## src/mfm_defs.svh

```systemverilog
// Purpose: Offsets, field positions, reset values and timing counts of the motion fault monitor.
// Assumes: Byte addresses on a 32-bit register port, one aligned word per register.
// Notes: The fault codes are the numbers the controller shows in its fault code monitor.
`ifndef MFM_DEFS_SVH
`define MFM_DEFS_SVH

`define MFM_A_CTRL 8'h00
`define MFM_A_CODE 8'h04
`define MFM_A_STAT 8'h08
`define MFM_A_IEN 8'h0C
`define MFM_A_ICLR 8'h10
`define MFM_A_CHKA 8'h14
`define MFM_A_CHKB 8'h18
`define MFM_A_MOPT 8'h1C
`define MFM_A_ROLE 8'h20
`define MFM_A_LEAVE 8'h24
`define MFM_A_ENDA 8'h28
`define MFM_A_ENDB 8'h2C
`define MFM_A_STLO 8'h30
`define MFM_A_STHI 8'h34
`define MFM_A_STCHK 8'h38
`define MFM_A_SYNC 8'h3C
`define MFM_A_HSEL 8'h40
`define MFM_A_HDAT 8'h44

`define MFM_B_SWRST 0
`define MFM_B_CHAIN_TMO 1
`define MFM_B_STROKE_ACT 1
`define MFM_B_STROKE_REF 2
`define MFM_B_LATCHED 8
`define MFM_B_HWONLY 9

`define MFM_SEQ_LINE_MAX 16'h1FFE
`define MFM_STACK_MAX 9'h100
`define MFM_CHKA_MAX 32'h0000_00FF
`define MFM_CHKB_MAX 32'h0000_00FF
`define MFM_ROLE_MASTER 32'h0000_0001
`define MFM_RST_ZERO 32'h0000_0000
`define MFM_HW_ONLY_MASK 16'h011C

`define MFM_CLK_MHZ 40
`define MFM_CHAIN_TMO_US 100
`define MFM_CHAIN_TMO_CYC (`MFM_CHAIN_TMO_US * `MFM_CLK_MHZ)

`endif

```

## src/mfm_pkg.sv

```systemverilog
// Purpose: Types shared by the motion fault monitor files.
// Assumes: Constants live in the defs header.
// Notes: Event indices follow the order of the fault codes.
package mfm_pkg;

  // Register port request bundle.
  typedef struct packed {
    logic [7:0] addr;
    logic [31:0] wdata;
    logic wr;
    logic rd;
  } mfm_bus_req_t;

  // Homing run kind.
  typedef enum logic [1:0] {
    MFM_HOME_IDLE = 2'b00,
    MFM_HOME_MULTI = 2'b01,
    MFM_HOME_SINGLE = 2'b10
  } mfm_home_t;

endpackage

```

## src/mfm_hist_mem.sv

```systemverilog
// Purpose: Small history memory of latched fault codes.
// Assumes: One write port and one read port on the same clock.
// Notes: Read data come out of a register one cycle after the address.
`timescale 1ns/1ps
module mfm_hist_mem (
  input wire logic clock_in,
  input wire logic ce_in,
  input wire logic wr_in,
  input wire logic [3:0] waddr_in,
  input wire logic [7:0] wdata_in,
  input wire logic [3:0] raddr_in,
  output logic [7:0] rdata_out
);

  logic [7:0] mem_q [0:15];

  // Write a code and read the selected entry into the output register.
  always_ff @(posedge clock_in) begin
    if (ce_in) begin
      if (wr_in) begin
        mem_q[waddr_in] <= wdata_in;
      end
      rdata_out <= mem_q[raddr_in];
    end
  end

endmodule

```

## src/mfm_monitor.sv

```systemverilog
// Purpose: Fault detection and reporting unit for fault codes 37 to 66 of a position controller.
// Assumes: One 40 MHz clock; all inputs but the chain command pin come from logic on that clock.
// Notes: The first fault latched holds; a hardware-reset-only fault may replace a software-clearable one.
//
// The implementer's own choices: the placing of the registers and strobed register access.
`include "mfm_defs.svh"
`timescale 1ns/1ps
module mfm_monitor
  import mfm_pkg::*;
(
  input wire logic clock_in,
  input wire logic rst_in,
  input wire logic ce_in,
  input wire logic [7:0] addr_in,
  input wire logic [31:0] wdata_in,
  input wire logic wr_in,
  input wire logic rd_in,
  output logic [31:0] rdata_out,
  output logic irq_out,
  output logic [7:0] fault_code_out,
  output logic fault_active_out,
  input wire logic seq_exec_in,
  input wire logic [15:0] seq_line_in,
  input wire logic reg_access_in,
  input wire logic [15:0] reg_index_in,
  input wire logic [15:0] reg_index_max_in,
  input wire logic stack_push_in,
  input wire logic stack_pop_in,
  input wire logic axis_cmd_in,
  input wire logic [3:0] axis_num_in,
  input wire logic [15:0] axis_present_in,
  input wire logic chain_init_fail_in,
  input wire logic chain_cmd_pin_in,
  input wire logic chain_dup_node_in,
  input wire logic [1:0] homing_mode_in,
  input wire logic homing_done_in,
  input wire logic [31:0] leave_travel_in,
  input wire logic switch_active_in,
  input wire logic sync_start_fail_in,
  input wire logic [31:0] actual_position_in,
  input wire logic [31:0] ref_position_in
);

  mfm_bus_req_t req;
  mfm_home_t home_mode;
  logic [31:0] chk_a_q, chk_b_q, mon_opt_q, role_q, leave_q, end_a_q, end_b_q;
  logic [31:0] st_lo_q, st_hi_q, st_chk_q, sync_q;
  logic [3:0] hist_sel_q, hist_wp_q;
  logic [15:0] status_q, irq_en_q, ev;
  logic [8:0] depth_q;
  logic [7:0] code_q, hist_rd;
  logic latched_q, hw_q, sw_rst;
  logic sync1_q, sync2_q, sync3_q, cmd_lvl_q, cmd_seen, chain_armed_q;
  logic [12:0] tmo_cnt_q;
  logic hit_a_q, hit_b_q, load;
  logic [3:0] pick;
  logic [31:0] rdata_q;

  assign req = '{addr: addr_in, wdata: wdata_in, wr: wr_in, rd: rd_in};
  assign home_mode = mfm_home_t'(homing_mode_in);

  // Maps an event index onto its fault code.
  function automatic logic [7:0] code_of(input logic [3:0] idx);
    case (idx)
      4'h0: code_of = 8'h25;
      4'h1: code_of = 8'h26;
      4'h2: code_of = 8'h27;
      4'h3: code_of = 8'h28;
      4'h4: code_of = 8'h29;
      4'h5: code_of = 8'h34;
      4'h6: code_of = 8'h36;
      4'h7: code_of = 8'h38;
      4'h8: code_of = 8'h3B;
      4'h9: code_of = 8'h3C;
      4'hA: code_of = 8'h3D;
      4'hB: code_of = 8'h3E;
      4'hC: code_of = 8'h3F;
      4'hD: code_of = 8'h41;
      4'hE: code_of = 8'h42;
      default: code_of = 8'h00;
    endcase
  endfunction

  // True when the fault of an event index may only be cleared by a hardware reset.
  function automatic logic hw_only(input logic [3:0] idx);
    logic [15:0] mask;
    mask = `MFM_HW_ONLY_MASK;
    hw_only = mask[idx];
  endfunction

  // True when a signed position lies outside the stroke window.
  function automatic logic out_of(input logic [31:0] p, input logic [31:0] lo, input logic [31:0] hi);
    out_of = ($signed(p) < $signed(lo)) || ($signed(p) > $signed(hi));
  endfunction

  // Three-stage synchroniser on the chain command pin; a change counts when stages two and three agree.
  always_ff @(posedge clock_in or posedge rst_in) begin
    if (rst_in) begin
      sync1_q <= 1'b0;
      sync2_q <= 1'b0;
      sync3_q <= 1'b0;
      cmd_lvl_q <= 1'b0;
    end else if (ce_in) begin
      sync1_q <= chain_cmd_pin_in;
      sync2_q <= sync1_q;
      sync3_q <= sync2_q;
      if (sync2_q == sync3_q) begin
        cmd_lvl_q <= sync3_q;
      end
    end
  end
  assign cmd_seen = (sync2_q == sync3_q) && (sync3_q != cmd_lvl_q);

  // Command timeout counter, armed by the first command and restarted by each one.
  always_ff @(posedge clock_in or posedge rst_in) begin
    if (rst_in) begin
      chain_armed_q <= 1'b0;
      tmo_cnt_q <= 13'h0000;
    end else if (ce_in) begin
      if (cmd_seen) begin
        chain_armed_q <= 1'b1;
        tmo_cnt_q <= 13'h0000;
      end else if (chain_armed_q && tmo_cnt_q != 13'(`MFM_CHAIN_TMO_CYC)) begin
        tmo_cnt_q <= tmo_cnt_q + 13'h0001;
      end
    end
  end

  // Call stack depth tracking.
  always_ff @(posedge clock_in or posedge rst_in) begin
    if (rst_in) begin
      depth_q <= 9'h000;
    end else if (ce_in) begin
      if (stack_push_in && !stack_pop_in && depth_q != `MFM_STACK_MAX) begin
        depth_q <= depth_q + 9'h001;
      end else if (stack_pop_in && !stack_push_in && depth_q != 9'h000) begin
        depth_q <= depth_q - 9'h001;
      end
    end
  end

  // End stop hits collected during one homing run.
  always_ff @(posedge clock_in or posedge rst_in) begin
    if (rst_in) begin
      hit_a_q <= 1'b0;
      hit_b_q <= 1'b0;
    end else if (ce_in) begin
      if (home_mode == MFM_HOME_IDLE || homing_done_in) begin
        hit_a_q <= 1'b0;
        hit_b_q <= 1'b0;
      end else begin
        if ($signed(actual_position_in) <= $signed(end_a_q)) begin
          hit_a_q <= 1'b1;
        end
        if ($signed(actual_position_in) >= $signed(end_b_q)) begin
          hit_b_q <= 1'b1;
        end
      end
    end
  end

  // Fault events, one bit per fault code.
  always_comb begin
    ev = 16'h0000;
    ev[0] = seq_exec_in && (seq_line_in > `MFM_SEQ_LINE_MAX);
    ev[1] = reg_access_in && (reg_index_in > reg_index_max_in);
    ev[2] = stack_push_in && !stack_pop_in && (depth_q == `MFM_STACK_MAX);
    ev[3] = chk_a_q > `MFM_CHKA_MAX;
    ev[4] = chk_b_q > `MFM_CHKB_MAX;
    ev[5] = axis_cmd_in && !axis_present_in[axis_num_in];
    ev[6] = chain_init_fail_in && (role_q == `MFM_ROLE_MASTER);
    ev[7] = mon_opt_q[`MFM_B_CHAIN_TMO] && (tmo_cnt_q == 13'(`MFM_CHAIN_TMO_CYC));
    ev[8] = chain_dup_node_in;
    ev[9] = (home_mode != MFM_HOME_IDLE) && switch_active_in && (leave_travel_in >= leave_q);
    ev[10] = (home_mode == MFM_HOME_MULTI) && hit_a_q && hit_b_q && !homing_done_in;
    ev[11] = (home_mode == MFM_HOME_SINGLE) && hit_a_q && hit_b_q && !homing_done_in;
    ev[12] = sync_start_fail_in;
    ev[13] = st_chk_q[`MFM_B_STROKE_ACT] && out_of(actual_position_in, st_lo_q, st_hi_q);
    ev[14] = st_chk_q[`MFM_B_STROKE_REF] && out_of(ref_position_in, st_lo_q, st_hi_q);
  end

  // Lowest event index has priority.
  always_comb begin
    pick = 4'hF;
    for (int i = 14; i >= 0; i--) begin
      if (ev[i]) begin
        pick = 4'(i);
      end
    end
  end

  assign sw_rst = req.wr && (req.addr == `MFM_A_CTRL) && req.wdata[`MFM_B_SWRST];
  assign load = (|ev) && (!latched_q || (hw_only(pick) && !hw_q));

  // Fault latch: software reset clears only clearable faults; a hardware-reset-only fault, or any fault while none is latched, wins over the clear.
  always_ff @(posedge clock_in or posedge rst_in) begin
    if (rst_in) begin
      latched_q <= 1'b0;
      hw_q <= 1'b0;
      code_q <= 8'h00;
    end else if (ce_in) begin
      if (sw_rst && !hw_q) begin
        latched_q <= 1'b0;
        code_q <= 8'h00;
      end
      if (load) begin
        latched_q <= 1'b1;
        hw_q <= hw_only(pick);
        code_q <= code_of(pick);
      end
    end
  end

  // History write pointer advances on each new latched fault.
  always_ff @(posedge clock_in or posedge rst_in) begin
    if (rst_in) begin
      hist_wp_q <= 4'h0;
    end else if (ce_in && load) begin
      hist_wp_q <= hist_wp_q + 4'h1;
    end
  end

  mfm_hist_mem u_hist (
    .clock_in(clock_in),
    .ce_in(ce_in),
    .wr_in(load),
    .waddr_in(hist_wp_q),
    .wdata_in(code_of(pick)),
    .raddr_in(hist_sel_q),
    .rdata_out(hist_rd)
  );

  // Sticky status: set wins over a clear in the same cycle.
  always_ff @(posedge clock_in or posedge rst_in) begin
    if (rst_in) begin
      status_q <= 16'h0000;
    end else if (ce_in) begin
      if (req.wr && req.addr == `MFM_A_ICLR) begin
        status_q <= (status_q & ~req.wdata[15:0]) | ev;
      end else begin
        status_q <= status_q | ev;
      end
    end
  end

  // Software-written configuration registers.
  always_ff @(posedge clock_in or posedge rst_in) begin
    if (rst_in) begin
      irq_en_q <= 16'h0000;
      chk_a_q <= `MFM_RST_ZERO;
      chk_b_q <= `MFM_RST_ZERO;
      mon_opt_q <= `MFM_RST_ZERO;
      role_q <= `MFM_RST_ZERO;
      leave_q <= `MFM_RST_ZERO;
      end_a_q <= `MFM_RST_ZERO;
      end_b_q <= `MFM_RST_ZERO;
      st_lo_q <= `MFM_RST_ZERO;
      st_hi_q <= `MFM_RST_ZERO;
      st_chk_q <= `MFM_RST_ZERO;
      sync_q <= `MFM_RST_ZERO;
      hist_sel_q <= 4'h0;
    end else if (ce_in && req.wr) begin
      case (req.addr)
        `MFM_A_IEN: irq_en_q <= req.wdata[15:0];
        `MFM_A_CHKA: chk_a_q <= req.wdata;
        `MFM_A_CHKB: chk_b_q <= req.wdata;
        `MFM_A_MOPT: mon_opt_q <= req.wdata;
        `MFM_A_ROLE: role_q <= req.wdata;
        `MFM_A_LEAVE: leave_q <= req.wdata;
        `MFM_A_ENDA: end_a_q <= req.wdata;
        `MFM_A_ENDB: end_b_q <= req.wdata;
        `MFM_A_STLO: st_lo_q <= req.wdata;
        `MFM_A_STHI: st_hi_q <= req.wdata;
        `MFM_A_STCHK: st_chk_q <= req.wdata;
        `MFM_A_SYNC: sync_q <= req.wdata;
        `MFM_A_HSEL: hist_sel_q <= req.wdata[3:0];
        default: ;
      endcase
    end
  end

  // Read data register, valid in the cycle after the read strobe; unmapped reads give zero.
  always_ff @(posedge clock_in or posedge rst_in) begin
    if (rst_in) begin
      rdata_q <= 32'h0000_0000;
    end else if (ce_in) begin
      rdata_q <= 32'h0000_0000;
      if (req.rd) begin
        case (req.addr)
          `MFM_A_CODE: rdata_q <= {22'h000000, hw_q, latched_q, code_q};
          `MFM_A_STAT: rdata_q <= {16'h0000, status_q};
          `MFM_A_IEN: rdata_q <= {16'h0000, irq_en_q};
          `MFM_A_CHKA: rdata_q <= chk_a_q;
          `MFM_A_CHKB: rdata_q <= chk_b_q;
          `MFM_A_MOPT: rdata_q <= mon_opt_q;
          `MFM_A_ROLE: rdata_q <= role_q;
          `MFM_A_LEAVE: rdata_q <= leave_q;
          `MFM_A_ENDA: rdata_q <= end_a_q;
          `MFM_A_ENDB: rdata_q <= end_b_q;
          `MFM_A_STLO: rdata_q <= st_lo_q;
          `MFM_A_STHI: rdata_q <= st_hi_q;
          `MFM_A_STCHK: rdata_q <= st_chk_q;
          `MFM_A_SYNC: rdata_q <= sync_q;
          `MFM_A_HSEL: rdata_q <= {28'h0000000, hist_sel_q};
          `MFM_A_HDAT: rdata_q <= {24'h000000, hist_rd};
          default: rdata_q <= 32'h0000_0000;
        endcase
      end
    end
  end

  // Interrupt level and fault outputs, each from a flip-flop.
  always_ff @(posedge clock_in or posedge rst_in) begin
    if (rst_in) begin
      irq_out <= 1'b0;
    end else if (ce_in) begin
      irq_out <= |(status_q & irq_en_q);
    end
  end
  assign rdata_out = rdata_q;
  assign fault_code_out = code_q;
  assign fault_active_out = latched_q;
endmodule

```

## config.mk

```make
export PLATFORM = sky130hd
export DESIGN_NAME = mfm_monitor
export DESIGN_NICKNAME = d
export VERILOG_FILES = /design/src/mfm_pkg.sv /design/src/mfm_hist_mem.sv /design/src/mfm_monitor.sv
export VERILOG_INCLUDE_DIRS = /design/src
export SDC_FILE = /design/constraint.sdc
export NUM_CORES = 1
export LEC_CHECK = 0
export BUFFER_PORTS_ARGS = -buffer_cell sky130_fd_sc_hd__buf_4
export CAP_MARGIN = 20
export CORE_ASPECT_RATIO = 1.75
export CORE_MARGIN = 3
export CORE_UTILIZATION = 37
export CTS_CLUSTER_SIZE = 24
export DETAILED_ROUTE_END_ITERATION = 12
export HOLD_SLACK_MARGIN = 0.08
export PLACE_DENSITY = 0.6
export SKIP_LAST_GASP = 1
export SYNTH_ARGS = -nofsm -noshare
export SYNTH_HDL_FRONTEND = slang
export SYNTH_SLANG_ARGS = --single-unit
```

## constraint.sdc

```tcl
create_clock -name clock_in -period 13.8 [get_ports clock_in]
set_clock_uncertainty 0.2 [all_clocks]
set_input_delay 0.69 -clock clock_in [delete_from_list [all_inputs] [get_ports clock_in]]
set_output_delay 0.69 -clock clock_in [all_outputs]
set_load 0.1 [all_outputs]
```

==> metrics <==
RSZ-0062 raised after global routing=false; final WL=118 mm; critical path cell sequence=inv_1 > ha_1 > nand4_1 > nor4_1 > o221ai_1 > a311oi_1 > or3_1 > or3_1 > o211ai_2 > o31ai_4 > and2_1 > ha_1 > nand2_2 > a21o_1 > o21ai_2 > a31oi_4 > nor2_4 > and3_1; slew margin rel.=19.1%; die height=393 um; Clock Tree Root=clkbuf_16; Synth Area in Adders=10.1%; DRT iter0 DRCs=1962; Setup CP Type=reg -> reg; Synth async-reset ratio=79.6%; fin. max-slew vios=0; nets=3372; Total GRT Usage=26.1%; status=finished clean; Synth Instances=2672; DR vias/cell=5.93; full die area=0.0894 sq mm; syn avg cell area=11.9 sq um; antenna viol nets, final=0; synth unique cells=85; Hold Buf Count CTS=2; area added between synthesis and finish=16.1%; Fmax=0.178 GHz; post-route cell area=0.0368 sq mm; DP Wirelength=89.5 mm; Worst-Margin Slew=1.20 ns; Synth warnings=0; Final min period=5.63 ns; first-pass GRT wire length=168 mm; placed instance area=0.0348 sq mm; dominant cell type by area after synthesis=dfrtp_1; crit-path leading delay family=simple AND/OR/NAND/NOR gates; max reg flops=112; Fill cells=7988; critical path endpoint category=register; CP startpoint kind=register; Cell Pwr Density=117 mW/mm^2; Buffers on Ports=262; I/O pin cnt=264; vias in the first global route=24900; largest net degree at the start of global routing=176; initial antenna violation count=3; Post-Syn Area=0.0317 sq mm; slowest stage delay, CP=0.60 ns; area of the core=0.0847 sq mm; syn_nets=3149; largest cells by area after synthesis=dfrtp_1 37%, mux2_2 14%, edfxtp_1 11%; Crit path required time=13.89 ns; total CTS buffers=57; period utilization=40.8%; fraction of layout cells with a size suffix above 1=28.9%; routed len/inst=29.3 um; #FFs+latches synth=582; WHS=0.187 ns; PostCTS Resize Cnt=0; row count=141; Setup-failing EPs final=0; peak supply drop=153 uV; # H-tree levels=2; Clk Latency, worst-skew pair=0.66 ns; ys flop type=dfrtp_1; CP max FO=23; Placer Congestion=0.988; LEAKAGE=0.0165 uW; main combinational cell family by area after synthesis=multiplexers; DRC=0; Bufs and invs on worst path=1; Pre-antenna DRT Iters=6; most common library cell in the layout ignoring fill and taps=dfrtp_1; TritonCTS clock tree=built; largest reg by FF count=u_hist.mem_q; Slowest-stage cell, CP=nor2_4; EDFF count, synth=119; max-cap violations=0; die width=227 um; Seq. cell area=0.0152 sq mm; XOR/XNOR Fraction of Synth Area=0.608%; mux cell area share after synthesis=17.8%; sequential fraction of the synthesis area=47.8%; clock sink total=582; Arr. time, crit path=5.72 ns; Sum Neg Setup Slack=0 ns; Starting Density=37.4%; commonest non-fill, non-tap cells in the layout=462 x dfrtp_1, 384 x mux2_2, 297 x buf_4; Compound-Gate Fraction of Synth Area=11.9%; Final Hold Viols=0; Hold WC Path Type=in -> reg; Vias=23800; Reg clk slew, reported paths=0.07 ns; Yosys top cell area share=36.5%; Post-CTS Setup Bufs=0; worst-case clock buffer depth=3; total gr overflow=0; Multi-input gate area=0.0153 sq mm; simple-gate share of the synthesized area=7.56%
-- metal layers --
layer	vias up	routed length, um	global-route usage [%]	part of all wire [%]
li1	10500	-	-	-
met4	4	12400	22.4	11
met1	11900	39000	26.5	33
met3	388	6570	3.77	5.6
met5	-	26	0	0.022
met2	1062	59800	46.5	51
-- metrics by stage --
stage          setup WS, ns  utilization (%)  instances  total power, uW
3_5_place_dp           7.85             41.1       3905             2710
6_report               8.17             43.5       4017             4320
5_1_grt                7.82             43.5       4015             4490
4_1_cts                8.16             43.5       4014             4340
2_1_floorplan          6.64                -       2672             2410
3_3_place_gp           7.90             41.1       3905             2690
-- cell type report --
type / count / share of cell area (%)
clock buffers: 70 / 4.20
well taps: 1072 / 3.64
diodes: 2 / 0.0136
multi-input cells: 1746 / 41.5
clock inverters: 37 / 1.13
flip-flops and latches: 582 / 41.2
repair buffers: 301 / 6.24
inverters: 207 / 2.12
-- power breakdown --
| part | internal (uW) | switching, uW | total, uW |
|---|---|---|---|
| clock network | 918 | 720 | 1640 |
| logic | 268 | 460 | 728 |
| registers | 1870 | 91.3 | 1960 |
-- kinds of logic after synthesis --
group	count (synthesis)
other	1
xor gates and xnor gates	22
adders and majority gates	255
DFF	582
buffers and inverters	344
and+or+nand+nor	480
AOI/OAI and AO/OA	523
muxes	465
-- worst paths after layout --
path	startpoint	end	slack [ns]	cells past startpoint
worst min-delay path	chain_dup_node_in	status_q[8]	0.19	2
max in group asynchronous	rst_in	hist_sel_q[0]	10.84	5
worst min register to register	chain_armed_q	chain_armed_q	0.27	1
min in group asynchronous	rst_in	st_chk_q[22]	0.39	3
worst max register to register	st_lo_q[15]	u_hist.mem_q[13][5]	8.17	18
worst max-delay path	st_lo_q[15]	u_hist.mem_q[13][5]	8.17	18
-- synth_stat cells (5+ instances only) --
master     number
a221oi_1       85
xnor2_1        10
mux2i_1        39
a21boi_0        5
o2111a_1        5
edfxtp_1      119
nor4_1         24
and3_1         15
mux2_2        384
clkbuf_1       94
nor2_1         77
a21oi_1        94
and2_1         12
inv_1         206
or4_1           5
a22o_1         24
nor2b_1        13
o21a_1         22
a31oi_1         5
nand3_1        44
mux4_2         36
nand2b_1       17
o211ai_1        5
and4_1          5
xor2_1         12
buf_1          39
nand4_1        54
o21ai_0       104
a221o_1        12
a22oi_1        36
nand2_1       155
o2111ai_1       5
ha_1          254
a211oi_1        9
or3_1          15
dfrtp_1       463
a222oi_1       13
a21o_1         40
o2bb2ai_1      22
nor3_1         23
No activity file was read; power rests on OpenSTA's default activity.
